## config.mk

```make
export PLATFORM = sky130hd
export DESIGN_NAME = windowed_watchdog_timer
export DESIGN_NICKNAME = d
export VERILOG_FILES = /design/src/rtl/wdog_pkg.sv /design/src/rtl/windowed_watchdog_timer.sv
export SDC_FILE = /design/constraint.sdc
export NUM_CORES = 1
export LEC_CHECK = 0
export ABC_AREA = 1
export BUFFER_PORTS_ARGS = -buffer_cell sky130_fd_sc_hd__buf_2
export CORE_MARGIN = 8
export CORE_UTILIZATION = 30
export DETAILED_ROUTE_END_ITERATION = 6
export PLACE_DENSITY = 0.45
export SYNTH_ARGS = -nofsm -noshare
export SYNTH_HDL_FRONTEND = slang
export SYNTH_SLANG_ARGS = --single-unit
```

## constraint.sdc

```tcl
create_clock -name aclk -period 4.9 [get_ports aclk]
set_input_delay 0.49 -clock aclk [delete_from_list [all_inputs] [get_ports aclk]]
set_output_delay 0.49 -clock aclk [all_outputs]
set_load 0.02 [all_outputs]
```

## src/rtl/wdog_pkg.sv

```systemverilog
package wdog_pkg;
    localparam logic [3:0]  CMD_OFF       = 4'h0;
    localparam logic [3:0]  CFG_OFF       = 4'h4;
    localparam logic [3:0]  FLG_OFF       = 4'h8;
    localparam logic [31:0] CFG_RESET     = 32'h3fff2fff;
    localparam logic [7:0]  CMD_PASSWORD  = 8'ha5;
    localparam int          KEY_MSB       = 31;
    localparam int          KEY_LSB       = 24;
    localparam int          RESTART_BIT   = 0;
    localparam int          LOAD_LSB      = 0;
    localparam int          IRQEN_BIT     = 12;
    localparam int          RSTEN_BIT     = 13;
    localparam int          PROC_BIT      = 14;
    localparam int          DIS_BIT       = 15;
    localparam int          WIN_LSB       = 16;
    localparam int          DBG_BIT       = 28;
    localparam int          IDLE_BIT      = 29;
    localparam int          UNF_BIT       = 0;
    localparam int          ERR_BIT       = 1;
    localparam int          CNT_W         = 12;
    localparam int          PRESCALE      = 128;
    localparam logic [1:0]  RESP_OKAY     = 2'h0;
    localparam logic [1:0]  RESP_SLVERR   = 2'h2;
endpackage

```

## src/rtl/windowed_watchdog_timer.sv

```systemverilog
`timescale 1ns/1ns
module windowed_watchdog_timer (
    input  wire logic        aclk,
    input  wire logic        aresetn,
    input  wire logic [3:0]  s_axi_awaddr,
    input  wire logic        s_axi_awvalid,
    output logic             s_axi_awready,
    input  wire logic [31:0] s_axi_wdata,
    input  wire logic [3:0]  s_axi_wstrb,
    input  wire logic        s_axi_wvalid,
    output logic             s_axi_wready,
    output logic [1:0]       s_axi_bresp,
    output logic             s_axi_bvalid,
    input  wire logic        s_axi_bready,
    input  wire logic [3:0]  s_axi_araddr,
    input  wire logic        s_axi_arvalid,
    output logic             s_axi_arready,
    output logic [31:0]      s_axi_rdata,
    output logic [1:0]       s_axi_rresp,
    output logic             s_axi_rvalid,
    input  wire logic        s_axi_rready,
    input  wire logic        debug_state,
    input  wire logic        system_idle,
    output logic             fault_irq,
    output logic             fault_out,
    output logic             fault_proc_only
);
    localparam int CNT_W = wdog_pkg::CNT_W;
    // axi write side
    logic        aw_have_r, aw_have_nxt;
    logic        w_have_r, w_have_nxt;
    logic [3:0]  aw_addr_r, aw_addr_nxt;
    logic [31:0] w_data_r, w_data_nxt;
    logic [3:0]  w_strb_r, w_strb_nxt;
    logic        bvalid_r, bvalid_nxt;
    logic [1:0]  bresp_r, bresp_nxt;
    logic        wr_fire;
    // axi read side
    logic        rvalid_r, rvalid_nxt;
    logic [31:0] rdata_r, rdata_nxt;
    logic [1:0]  rresp_r, rresp_nxt;
    logic        rd_fire;
    logic        flag_read;
    // watchdog core
    logic [31:0]       cfg_r, cfg_nxt;
    logic              cfg_locked_r, cfg_locked_nxt;
    logic [CNT_W-1:0]  cnt_r, cnt_nxt;
    logic [6:0]        pre_r, pre_nxt;
    logic              unf_r, unf_nxt;
    logic              err_r, err_nxt;
    logic              fault_r, fault_nxt;
    logic              proc_r, proc_nxt;
    logic              irq_r, irq_nxt;
    logic              dbg_s1_r, dbg_s2_r, idle_s1_r, idle_s2_r;
    logic              cmd_wr, cfg_wr, restart, halted, tick;

    assign wr_fire = aw_have_r && w_have_r && !bvalid_r;
    assign rd_fire = s_axi_arvalid && s_axi_arready;
    assign flag_read = rd_fire && (s_axi_araddr[3:2] == wdog_pkg::FLG_OFF[3:2]);
    assign cmd_wr = wr_fire && (aw_addr_r[3:2] == wdog_pkg::CMD_OFF[3:2]) && (&w_strb_r);
    // password check aborts the whole command write
    assign restart = cmd_wr
        && (w_data_r[wdog_pkg::KEY_MSB:wdog_pkg::KEY_LSB] == wdog_pkg::CMD_PASSWORD)
        && w_data_r[wdog_pkg::RESTART_BIT];
    assign cfg_wr = wr_fire && (aw_addr_r[3:2] == wdog_pkg::CFG_OFF[3:2])
        && (&w_strb_r) && !cfg_locked_r;
    assign halted = (cfg_r[wdog_pkg::DBG_BIT] && dbg_s2_r)
        || (cfg_r[wdog_pkg::IDLE_BIT] && idle_s2_r);
    assign tick = !halted && !cfg_r[wdog_pkg::DIS_BIT]
        && (pre_r == 7'(wdog_pkg::PRESCALE - 1));

    always_comb begin
        aw_have_nxt = aw_have_r;
        w_have_nxt  = w_have_r;
        aw_addr_nxt = aw_addr_r;
        w_data_nxt  = w_data_r;
        w_strb_nxt  = w_strb_r;
        bvalid_nxt  = bvalid_r;
        bresp_nxt   = bresp_r;
        if (s_axi_awvalid && s_axi_awready) begin
            aw_have_nxt = 1'b1;
            aw_addr_nxt = s_axi_awaddr;
        end
        if (s_axi_wvalid && s_axi_wready) begin
            w_have_nxt = 1'b1;
            w_data_nxt = s_axi_wdata;
            w_strb_nxt = s_axi_wstrb;
        end
        if (wr_fire) begin
            aw_have_nxt = 1'b0;
            w_have_nxt  = 1'b0;
            bvalid_nxt  = 1'b1;
            // flag register is read-only, unmapped offsets refused
            bresp_nxt   = (aw_addr_r[3:2] == wdog_pkg::CMD_OFF[3:2]
                           || aw_addr_r[3:2] == wdog_pkg::CFG_OFF[3:2])
                          ? wdog_pkg::RESP_OKAY : wdog_pkg::RESP_SLVERR;
        end else if (bvalid_r && s_axi_bready) begin
            bvalid_nxt = 1'b0;
        end
    end

    always_comb begin
        rvalid_nxt = rvalid_r;
        rdata_nxt  = rdata_r;
        rresp_nxt  = rresp_r;
        if (rd_fire) begin
            rvalid_nxt = 1'b1;
            rresp_nxt  = wdog_pkg::RESP_OKAY;
            case (s_axi_araddr[3:2])
                wdog_pkg::CMD_OFF[3:2]: rdata_nxt = 32'h0;
                wdog_pkg::CFG_OFF[3:2]: rdata_nxt = cfg_r;
                wdog_pkg::FLG_OFF[3:2]: rdata_nxt = {30'h0, err_r, unf_r};
                default: begin
                    rdata_nxt = 32'h0;
                    rresp_nxt = wdog_pkg::RESP_SLVERR;
                end
            endcase
        end else if (rvalid_r && s_axi_rready) begin
            rvalid_nxt = 1'b0;
        end
    end

    always_comb begin
        cfg_nxt        = cfg_r;
        cfg_locked_nxt = cfg_locked_r;
        cnt_nxt        = cnt_r;
        pre_nxt        = pre_r;
        unf_nxt        = unf_r;
        err_nxt        = err_r;
        fault_nxt      = fault_r;
        proc_nxt       = proc_r;
        // status read clears first; events below win over it
        if (flag_read) begin
            unf_nxt   = 1'b0;
            err_nxt   = 1'b0;
            fault_nxt = 1'b0;
        end
        if (!halted) begin
            pre_nxt = 7'(pre_r + 7'h1);
        end
        if (tick) begin
            if (cnt_r == '0) begin
                unf_nxt = 1'b1;
                cnt_nxt = cfg_r[wdog_pkg::LOAD_LSB +: CNT_W];
                if (cfg_r[wdog_pkg::RSTEN_BIT]) begin
                    fault_nxt = 1'b1;
                    proc_nxt  = cfg_r[wdog_pkg::PROC_BIT];
                end
            end else begin
                cnt_nxt = cnt_r - 12'h1;
            end
        end
        if (cfg_wr) begin
            cfg_nxt        = w_data_r & 32'h3fffffff;
            cfg_locked_nxt = 1'b1;
            cnt_nxt        = w_data_r[wdog_pkg::LOAD_LSB +: CNT_W];
            pre_nxt        = 7'h0;
        end else if (restart) begin
            // window violation checked even while disabled
            if (cnt_r > cfg_r[wdog_pkg::WIN_LSB +: CNT_W]) begin
                err_nxt = 1'b1;
                if (cfg_r[wdog_pkg::RSTEN_BIT]) begin
                    fault_nxt = 1'b1;
                    proc_nxt  = cfg_r[wdog_pkg::PROC_BIT];
                end
            end else begin
                cnt_nxt = cfg_r[wdog_pkg::LOAD_LSB +: CNT_W];
                pre_nxt = 7'h0;
            end
        end
        irq_nxt = cfg_nxt[wdog_pkg::IRQEN_BIT] && (unf_nxt || err_nxt);
    end

    always_ff @(posedge aclk) begin
        if (!aresetn) begin
            aw_have_r <= 1'b0;
            w_have_r  <= 1'b0;
            aw_addr_r <= 4'h0;
            w_data_r  <= 32'h0;
            w_strb_r  <= 4'h0;
            bvalid_r  <= 1'b0;
            bresp_r   <= 2'h0;
            rvalid_r  <= 1'b0;
            rdata_r   <= 32'h0;
            rresp_r   <= 2'h0;
            dbg_s1_r  <= 1'b0;
            dbg_s2_r  <= 1'b0;
            idle_s1_r <= 1'b0;
            idle_s2_r <= 1'b0;
            // processor reset, also driven by the watchdog reset itself
            cfg_r        <= wdog_pkg::CFG_RESET;
            cfg_locked_r <= 1'b0;
            cnt_r        <= wdog_pkg::CFG_RESET[CNT_W-1:0];
            pre_r        <= 7'h0;
            unf_r        <= 1'b0;
            err_r        <= 1'b0;
            fault_r      <= 1'b0;
            proc_r       <= 1'b0;
            irq_r        <= 1'b0;
        end else begin
            aw_have_r <= aw_have_nxt;
            w_have_r  <= w_have_nxt;
            aw_addr_r <= aw_addr_nxt;
            w_data_r  <= w_data_nxt;
            w_strb_r  <= w_strb_nxt;
            bvalid_r  <= bvalid_nxt;
            bresp_r   <= bresp_nxt;
            rvalid_r  <= rvalid_nxt;
            rdata_r   <= rdata_nxt;
            rresp_r   <= rresp_nxt;
            dbg_s1_r  <= debug_state;
            dbg_s2_r  <= dbg_s1_r;
            idle_s1_r <= system_idle;
            idle_s2_r <= idle_s1_r;
            cfg_r        <= cfg_nxt;
            cfg_locked_r <= cfg_locked_nxt;
            cnt_r        <= cnt_nxt;
            pre_r        <= pre_nxt;
            unf_r        <= unf_nxt;
            err_r        <= err_nxt;
            fault_r      <= fault_nxt;
            proc_r       <= proc_nxt;
            irq_r        <= irq_nxt;
        end
    end

    // ready only while the holding slot is empty
    assign s_axi_awready   = !aw_have_r && !bvalid_r;
    assign s_axi_wready    = !w_have_r && !bvalid_r;
    assign s_axi_bvalid    = bvalid_r;
    assign s_axi_bresp     = bresp_r;
    assign s_axi_arready   = !rvalid_r;
    assign s_axi_rvalid    = rvalid_r;
    assign s_axi_rdata     = rdata_r;
    assign s_axi_rresp     = rresp_r;
    assign fault_irq       = irq_r;
    assign fault_out       = fault_r;
    assign fault_proc_only = proc_r;

    cfg_once_a: assert property (@(posedge aclk) disable iff (!aresetn)
        cfg_locked_r |=> $stable(cfg_r))
        else $error("config changed after lock");
    bad_key_a: assert property (@(posedge aclk) disable iff (!aresetn)
        (cmd_wr && w_data_r[31:24] != 8'ha5 && !flag_read && !tick)
        |=> $stable(cnt_r) && $stable(err_r))
        else $error("bad key had effect");
    restart_ok_a: assert property (@(posedge aclk) disable iff (!aresetn)
        (restart && !cfg_wr && cnt_r <= cfg_r[27:16])
        |=> cnt_r == $past(cfg_r[11:0]) && pre_r == 7'h0)
        else $error("restart did not reload");
    win_err_a: assert property (@(posedge aclk) disable iff (!aresetn)
        (restart && !cfg_wr && cnt_r > cfg_r[27:16]) |=> err_r)
        else $error("window error missed");
    unf_set_a: assert property (@(posedge aclk) disable iff (!aresetn)
        (tick && cnt_r == 12'h0 && cfg_r[13]) |=> unf_r && fault_out)
        else $error("underflow not flagged");
    dis_hold_a: assert property (@(posedge aclk) disable iff (!aresetn)
        (cfg_r[15] && !restart && !cfg_wr) |=> $stable(cnt_r))
        else $error("disabled counter moved");
    halt_hold_a: assert property (@(posedge aclk) disable iff (!aresetn)
        (halted && !restart && !cfg_wr) |=> $stable(cnt_r) && $stable(pre_r))
        else $error("halted counter moved");
    irq_gate_a: assert property (@(posedge aclk) disable iff (!aresetn)
        fault_irq |-> cfg_r[12] && (unf_r || err_r))
        else $error("interrupt without cause");
    read_clr_a: assert property (@(posedge aclk) disable iff (!aresetn)
        (flag_read && !tick && !restart) |=> !unf_r && !err_r && !fault_out)
        else $error("flag read did not clear");
endmodule

```

# Word level (Yosys, flattened, before mapping)

Cells that the tools add are included.

Output and inout port bits: 44
Memory bits (writable): 0
Bits in registers: 139
Word-level logic and storage cells: 112
Bits in latches: 0
Memories: 0
Bits in read-only memories: 0

Order comparisons: 1
Equality and inequality tests: 5
Mux-type cells: 38
Divide/modulo/power cells: 0
Bitwise gates (word level): 1
Multipliers: 0
Shift operators: 0
Add/sub/neg operators: 2
Reductions and logical operators: 41

Operator list:

| cell                  | number |
|---|---|
| $mux 12               | 5 |
| $pmux 30 s2           | 1 |
| $mux 1                | 26 |
| $logic_and 1x1->1     | 22 |
| $mux 7                | 3 |
| $mux 13               | 1 |
| $gt 12x12->1          | 1 |
| $logic_not 12->1      | 1 |
| $sub 12x1->12 const B | 1 |
| $eq 8x8->1 const B    | 1 |
| $add 7x1->7 const B   | 1 |
| $eq 7x7->1 const B    | 1 |
| $logic_not 1->1       | 7 |
| $eq 2x1->1 const B    | 2 |
| $logic_not 2->1       | 2 |
| $mux 2                | 2 |
| $reduce_and 4->1      | 1 |
| $reduce_bool 2->1     | 2 |
| $reduce_or 2->1       | 2 |
| $logic_or 1x1->1      | 3 |
| $reduce_or 3->1       | 1 |
| $eq 2x2->1 const B    | 1 |
| $not 1->1             | 1 |

# Depth between registers and ports, before layout

Gate-level depths: netlist of run 1.

Depth in word-level cells: 11
Depth in mapped cells: 15

# Worst setup path before layout of run 1

Ideal clock, no wire load.

Path kind: register -> register
From: register cfg_r[27]
To: register cnt_r[11]
Library setup time: 117 ps
Slack: 3,257 ps
Stages on the path, launching flop included: 14
Arrival time: 1,527 ps
Path through: dfxtp_1 inv_1 ha_1 nand2_1 inv_1 nand2_1 nor2_1 nand2_1 nand3_1 nand2_1 nand2_1 nand2_1 a21oi_1 nand2_1

Cells in the longest elaborated chain, start to end: 4

RTL lines:

| item                     | RTL line                       | source |
|---|---|---|
| start: declaration       | windowed_watchdog_timer.sv:45  | `logic [31:0] cfg_r, cfg_nxt;` |
| start signal: assignment | windowed_watchdog_timer.sv:191 | `cfg_r <= wdog_pkg::CFG_RESET;` |
| start signal: assignment | windowed_watchdog_timer.sv:215 | `cfg_r <= cfg_nxt;` |
| $gt 12x12->1             | windowed_watchdog_timer.sv:160 | `if (cnt_r > cfg_r[wdog_pkg::WIN_LSB +: CNT_W]) begin` |
| $mux 12                  | windowed_watchdog_timer.sv:160 |  |
| $mux 12                  | windowed_watchdog_timer.sv:158 | `end else if (restart) begin` |
| $mux 12                  | windowed_watchdog_timer.sv:153 | `if (cfg_wr) begin` |
| end signal: assignment   | windowed_watchdog_timer.sv:193 | `cnt_r <= wdog_pkg::CFG_RESET[CNT_W-1:0];` |
| end signal: assignment   | windowed_watchdog_timer.sv:217 | `cnt_r <= cnt_nxt;` |
| end: declaration         | windowed_watchdog_timer.sv:47  | `logic [CNT_W-1:0] cnt_r, cnt_nxt;` |

No other way between the ends.
A chain may end at the register's enable or synchronous reset.

# Worst setup path in the final report of run 1

From: register w_have_r
To: register cnt_r[4]

Cells in the longest elaborated chain, start to end: 8
Elaborated cells between the ends (all ways): 11
Classes of those cells: mux (2); reduce/logical (9)

RTL lines:

| item                             | RTL line                       | source |
|---|---|---|
| start: declaration               | windowed_watchdog_timer.sv:31  | `logic w_have_r, w_have_nxt;` |
| start signal: assignment         | windowed_watchdog_timer.sv:202 | `w_have_r <= w_have_nxt;` |
| $logic_and 1x1->1 * (2 in a row) | windowed_watchdog_timer.sv:57  | `assign wr_fire = aw_have_r && w_have_r && !bvalid_r;` |
| $logic_and 1x1->1 (2 in a row)   | windowed_watchdog_timer.sv:60  | `assign cmd_wr = wr_fire && (aw_addr_r[3:2] == wdog_pkg::CMD_OFF[3:2]) && (&w_strb_r);` |
| $logic_and 1x1->1                | windowed_watchdog_timer.sv:63  | `&& (w_data_r[wdog_pkg::KEY_MSB:wdog_pkg::KEY_LSB] == wdog_pkg::CMD_PASSWORD)` |
| $logic_and 1x1->1                | windowed_watchdog_timer.sv:64  | `&& w_data_r[wdog_pkg::RESTART_BIT];` |
| $mux 12                          | windowed_watchdog_timer.sv:158 |  |
| $mux 12 *                        | windowed_watchdog_timer.sv:153 |  |

Mark *: on every way between the ends. The rest lies on a longest branch, timed or not.

==> impl_metrics.toml, run 1 <==
[placed_design]
place_inst = 1065
hpwl_um = 11600
dp_slack_ps = 2720
placed_cell_area_um2 = 6320
gp_congestion = 0.816
port_buffers = 88

[min_path]
holdPathEnd = "idle_s1_r"
hold_path.startpoint = "system_idle"
hold_path_depth = 3
hp-class = "input pin to register"

[logic_synthesis]
synth_edf_count = 0
synth_warnings = 0
ys_seq_area_share_pct = 46.6
syn_avg_cell_area_um2 = 7.39
ys_types = 37
synth-seq-cells = 133
synthCells = 772
synth_ff_type = "dfxtp_1"
async_reset_ff_share_pct = 0
syn_area_um2 = 5710

[timing]
clock_skew_ps = 9.91
hold_viol = 0
tightest_slew_ps = 945
hold_ws_ps = 257
setup_viol = 0
grt_setup_unrepaired = "false"
slew-limit-headroom_pct = 36.9
finalMaxSlewViolations = 0
tns_ps = 0
fin_crit_sh_pct = 44.6
finalWorstSetupSlack_ps = 2720
min_period_ps = 2180
max_clock_freq_ghz = 0.458

[cells_and_area]
regArea_um2 = 2660
final_common_cell = "nand2_1"
multi_input_area_um2 = 2600
final_cell_mix = "176 x nand2_1, 133 x dfxtp_1, 105 x nor2_1"
area_growth_pct = 22.2
nNetsFinal = 921
diodes = 0
design_area_um2 = 6980
layout-drive-gt1-share_pct = 16.8
n_fill_cell = 2006
final_cell_count_no_fill = 1097

[clocking]
max-clock-path-buffers = 2
cts_buffers = 17
cts_setup_buffers = 0
ctsHoldBuffers = 0
path_clk_slew_ps = 60
insertion_delay_ps = 420
cts_resized = 0
h-tree-depth = 4
ctsRootBufferMaster = "clkbuf_16"
cts.sinks = 133
cts_tree = "yes"

[drt]
vias = 4929
post_drt_wl_per_cell_um = 14.4
dr.pass1.iters = 4
wirelength_um = 15800
drc_errors = 0
via_per_inst = 4.49
drt-initial-drc-count = 261
ant_nets = 0

[setup_path]
criticalPathCategory = "register to register"
critPathLaunchType = "register"
r2r-start = "w_have_r"
cpMostUsedCell = "nand2_1"
rrSetupSlack_ps = 2720
crit_chain = "inv_2, nor3_4, nand3_2, buf_4, inv_2, nand2_1, nand2_1, inv_1, nand2_1, o21ai_0, nand2_1"
worst-path-max-fanout = 36
path_buf_inv = 4
cp_slowest_cell = "inv_2"
max_stage_delay_ps = 530
crit_path_end_kind = "register"
path_delay_family = "buffers and inverters"
rr_worst_depth = 11
crit_arrival_ps = 2540
worstSetupPathDepth = 11
r2r_end = "cnt_r[4]"
worstPathRequired_ps = 5260

[floorplan]
num_rows = 50
initial_core_util_pct = 30.5
core_area_um2 = 18700
die_w_um = 154
io_pins = 97
die-area_um2 = 23700
die_h_um = 154

[pwr]
power-per-cell-area_nw_per_um2 = 395
peakVddDrop_mv = 0.221
p_leak_nw = 3.31

[grt]
grt_max_degree = 71
grt_overflow_total = 0
grt_pass1_vias = 4937
antenna_found_initial = 0
grt_pass1_wl_um = 26100
grt_usage_pct = 13.8

[run_status]
status = "completed"

[job]
cap_violations = 0
-- power breakdown --
part / switching (W) / leakage [nW] / internal (W)
Sequential: 0.0000265 / 1.09 / 0.00113
Combinational: 0.000133 / 1.92 / 0.0000671
Clock: 0.000473 / 0.311 / 0.000927
-- worst max path at each step --
stage,from,slack [ps],end
after floorplan,cfg_r[27],3260,cnt_r[11]
after global placement,cfg_r[25],2720,cnt_r[2]
after detailed placement,w_strb_r[3],2720,cnt_r[4]
after CTS,w_strb_r[3],2690,cnt_r[4]
after global routing,w_have_r,2540,cnt_r[4]
final,w_have_r,2720,cnt_r[4]
-- synth_stat cells (6+ instances only) --
cell type	count	area share, %
nor2_1	105	6.9
o21ai_0	54	4.7
nand2_1	176	12
nand3_1	61	5.3
buf_2	6	0.53
inv_1	66	4.3
dfxtp_1	133	47
clkbuf_1	26	1.7
nand4_1	9	0.99
ha_1	18	3.9
a21oi_1	57	5.0
o211ai_1	12	1.6
-- metal layers --
metal  vias to the layer above  GRT usage, %  wire length [um]
li1                       2653             -                 -
met1                      2173          19.1              8440
met2                        92          20.2              6580
met3                        11          3.64               670
met4                         0          5.09               146
met5                         -             0                 0
-- tightest hold or removal path: stages --
cell and delay [ps]:
buf_2 70, nand2_1 40, inv_1 40
-- logic make-up after synthesis --
kind of cell / synth area share, %
compound gates: 12.1
xor+xnor: 1.23
fa+ha+maj: 3.95
buf+inv: 7.94
flops: 46.6
mux: 0.197
other cells: 0.0657
simple gates: 27.8
-- registers in the layout, summed over array words and instances (netlist names), 2 cells and up --
signal / count
aw_addr_r: 2
cfg_r: 30
cnt_r: 12
pre_r: 7
s_axi_rdata: 30
w_data_r: 32
w_strb_r: 4
-- layout make-up --
| type | instances | share of cell area [%] |
|---|---|---|
| clock buffer | 19 | 6.49 |
| clock inverter | 13 | 2.92 |
| inverter | 71 | 3.86 |
| timing repair buffer | 95 | 7.06 |
| multi-input combinational | 532 | 37.3 |
| sequential | 133 | 38.2 |
| tap | 234 | 4.20 |
-- stage by stage --
step           power (W)  util [%]
5_1_grt          0.00288      37.3
4_1_cts          0.00279      37.3
2_1_floorplan    0.00131         -
6_report         0.00276      37.3
3_3_place_gp     0.00138      33.8
3_5_place_dp     0.00138      33.8
Note: power is estimated with default switching activity, not from simulation.
==> run 2, diff against run 1 <==
--- a/config.mk
+++ b/config.mk
@@ -5,12 +5,12 @@
 export SDC_FILE = /design/constraint.sdc
 export NUM_CORES = 1
 export LEC_CHECK = 0
-export ABC_AREA = 1
+export ABC_AREA = 0
 export BUFFER_PORTS_ARGS = -buffer_cell sky130_fd_sc_hd__buf_2
 export CORE_MARGIN = 8
 export CORE_UTILIZATION = 30
 export DETAILED_ROUTE_END_ITERATION = 6
-export PLACE_DENSITY = 0.45
+export PLACE_DENSITY = 0.47
 export SYNTH_ARGS = -nofsm -noshare
 export SYNTH_HDL_FRONTEND = slang
 export SYNTH_SLANG_ARGS = --single-unit
==> constraint.sdc (replaced) <==
create_clock -name aclk -period 1.92 [get_ports aclk]
set_input_delay 0.192 -clock aclk [delete_from_list [all_inputs] [get_ports aclk]]
set_output_delay 0.192 -clock aclk [all_outputs]
set_load 0.02 [all_outputs]
==> run 2 against run 1 <==
Against the previous run: the flow now finishes with violations (negative setup slack); sequential share of layout area is 3.3 points lower; clock skew is 1.2 ps lower; combinational power grew to 2.6 times the previous value; register-to-register slack worse by 2900 ps; setup slack worse by 2900 ps; global-route usage is 0.069 points lower; critical path type unchanged; largest cell class is now multi-input gates.
==> impl_metrics.toml, run 2 <==
[run_status]
status = "finished, violations left"
violations = "negative setup slack"

[drt]
drt-initial-drc-count = 269
vias = 4900
ant_nets = 0
drc_errors = 0
wirelength_um = 15800
post_drt_wl_per_cell_um = 15.0
dr.pass1.iters = 4
via_per_inst = 4.65

[setup_path]
worstPathRequired_ps = 2200
criticalPathCategory = "register to register"
worst-path-max-fanout = 12
crit_arrival_ps = 2380
critPathLaunchType = "register"
crit_path_end_kind = "register"

[pwr]
peakVddDrop_mv = 0.497
swShare_pct = 25.0
power-per-cell-area_nw_per_um2 = 844
p_seq_share_pct = 44.9
power_frac_clock_pct = 47.3
p_leak_nw = 3.23
p_comb_share_pct = 7.9
power.total_w = 0.00648
power.internal_w = 0.00486
p_sw_w = 0.00162

[logic_synthesis]
synth_warnings = 0
synth_top_cell_area_share_pct = 47.0
synth-seq-cells = 133
synth_ff_type = "dfxtp_1"
ys_types = 50
synthCells = 653
synthTopCellsByArea = "dfxtp_1 47%, nand2_1 11%, a21boi_0 9.7%"
syn_avg_cell_area_um2 = 8.68
yosys.area.top_type = "dfxtp_1"
synth_edf_count = 0
yosys.cell_count.top_type = "nand2_1"
async_reset_ff_share_pct = 0
synthTopCellsByCount = "168 x nand2_1, 133 x dfxtp_1, 73 x a21boi_0"
ys_seq_area_share_pct = 47.0
syn_area_um2 = 5670

[min_path]
hp-class = "input pin to register"

[clocking]
cts_buffers = 17
max-clock-path-buffers = 2
h-tree-depth = 4
cts.sinks = 133
cts_tree = "yes"
path_clk_slew_ps = 60
ctsRootBufferMaster = "clkbuf_16"
insertion_delay_ps = 420

[grt]
grt_overflow_total = 0
grt_pass1_vias = 5009
grt_pass1_wl_um = 25900
grt_usage_pct = 13.8
antenna_found_initial = 0
grt_max_degree = 58

[placed_design]
dp_slack_ps = -253
hpwl_um = 12100
port_buffers = 88
gp_congestion = 0.814

[cells_and_area]
diodes = 0
final_common_cell = "nand2_1"
largest-register = "w_data_r"
largest_reg_flops = 32
area_growth_pct = 35.3
final_cell_mix = "168 x nand2_1, 122 x dfxtp_1, 88 x buf_2"
nNetsFinal = 877
layout-drive-gt1-share_pct = 29.9

[timing]
hold_viol = 0
finalMaxSlewViolations = 0
hold_ws_ps = 17.6
finalWorstSetupSlack_ps = -187
grt_setup_unrepaired = "true"
fin_crit_sh_pct = 110
clock_skew_ps = 8.70
setup_viol = 23
min_period_ps = 2110
max_clock_freq_ghz = 0.475
tns_ps = -2750

[floorplan]
io_pins = 97
num_rows = 50
initial_core_util_pct = 30.4
die_w_um = 153
core_area_um2 = 18600
die-area_um2 = 23600
die_h_um = 153

[job]
cap_violations = 0
-- run 2: cells by family (layout without fill, tap and decap cells) --
family / Yosys count / in the layout / synth area share [%]
adder cells (fa/ha/maj): 18 / 18 / 3.97
multiplexers: 14 / 14 / 2.49
flip-flops: 133 / 133 / 47.0
AND/OR/NAND/NOR: 286 / 286 / 23.1
other: 1 / 4 / 0.0661
AO/OA/AOI/OAI: 123 / 123 / 16.3
XOR/XNOR: 17 / 17 / 2.63
buffers and inverters: 61 / 224 / 4.50
-- run 2: cell type report --
class,instances,area (um^2)
fillers,1872,11000
repair buffers,174,1170
well taps,234,293
inverters,18,67.6
multi-input cells,462,2900
clock buffers,18,429
flip-flops and latches,133,2680
clock inverters,14,130
-- run 2: power groups by stage --
stage          Combinational [W]  Clock [W]  Sequential, W
6_report                0.000510    0.00306        0.00291
5_1_grt                 0.000574    0.00329        0.00292
4_1_cts                 0.000520    0.00315        0.00291
3_5_place_dp            0.000511          0        0.00297
3_3_place_gp            0.000501          0        0.00296
2_1_floorplan           0.000273          0        0.00299
-- run 2: routing by layer --
metal / up-vias / share of wire (%) / track usage, %
li1: 2532 / - / -
met1: 2253 / 51 / 18.2
met2: 101 / 44 / 21.0
met3: 14 / 4.3 / 4.40
met4: 0 / 1.2 / 4.06
met5: - / 0 / 0
-- run 2: through the flow --
stage	area [um^2]	utilization [%]	instances
after detailed placement	6940	37.2	1012
after CTS	7620	40.9	1049
after global placement	6940	37.2	1012
after floorplan	5740	-	656
after global routing	7670	41.2	1053
final	7670	41.2	1053
-- run 2: path summary, 6_finish.rpt --
path                         from           end  slack [ps]  depth (start not counted)
hold / removal    s_axi_wdata[17]  w_data_r[17]          20                          3
setup / recovery        cfg_r[17]      cnt_r[1]        -190                         10
hold reg to reg          dbg_s1_r      dbg_s2_r         450                          1
setup reg to reg        cfg_r[17]      cnt_r[1]        -190                         10
-- run 2: critical path, stage by stage (launching register included) --
cell and delay (ps):
dfxtp_2 330, inv_2 50, ha_4 250, nor2b_1 120
o211ai_1 100, a211o_1 290, a31o_4 230, a21o_1 180
buf_12 160, a22oi_2 170, o211ai_1 100
-- run 2: repair_timing --
| action | 4_1_cts | 5_1_grt |
|---|---|---|
| pin swaps | 7 | 3 |
| hold buffers | 4 | 0 |
| setup buffers | 1 | 4 |
| resized for setup | 24 | 7 |
| setup endpoints to repair | 23 | 38 |
| endpoints found under the hold margin | 4 | 0 |
| cloned | 0 | 0 |
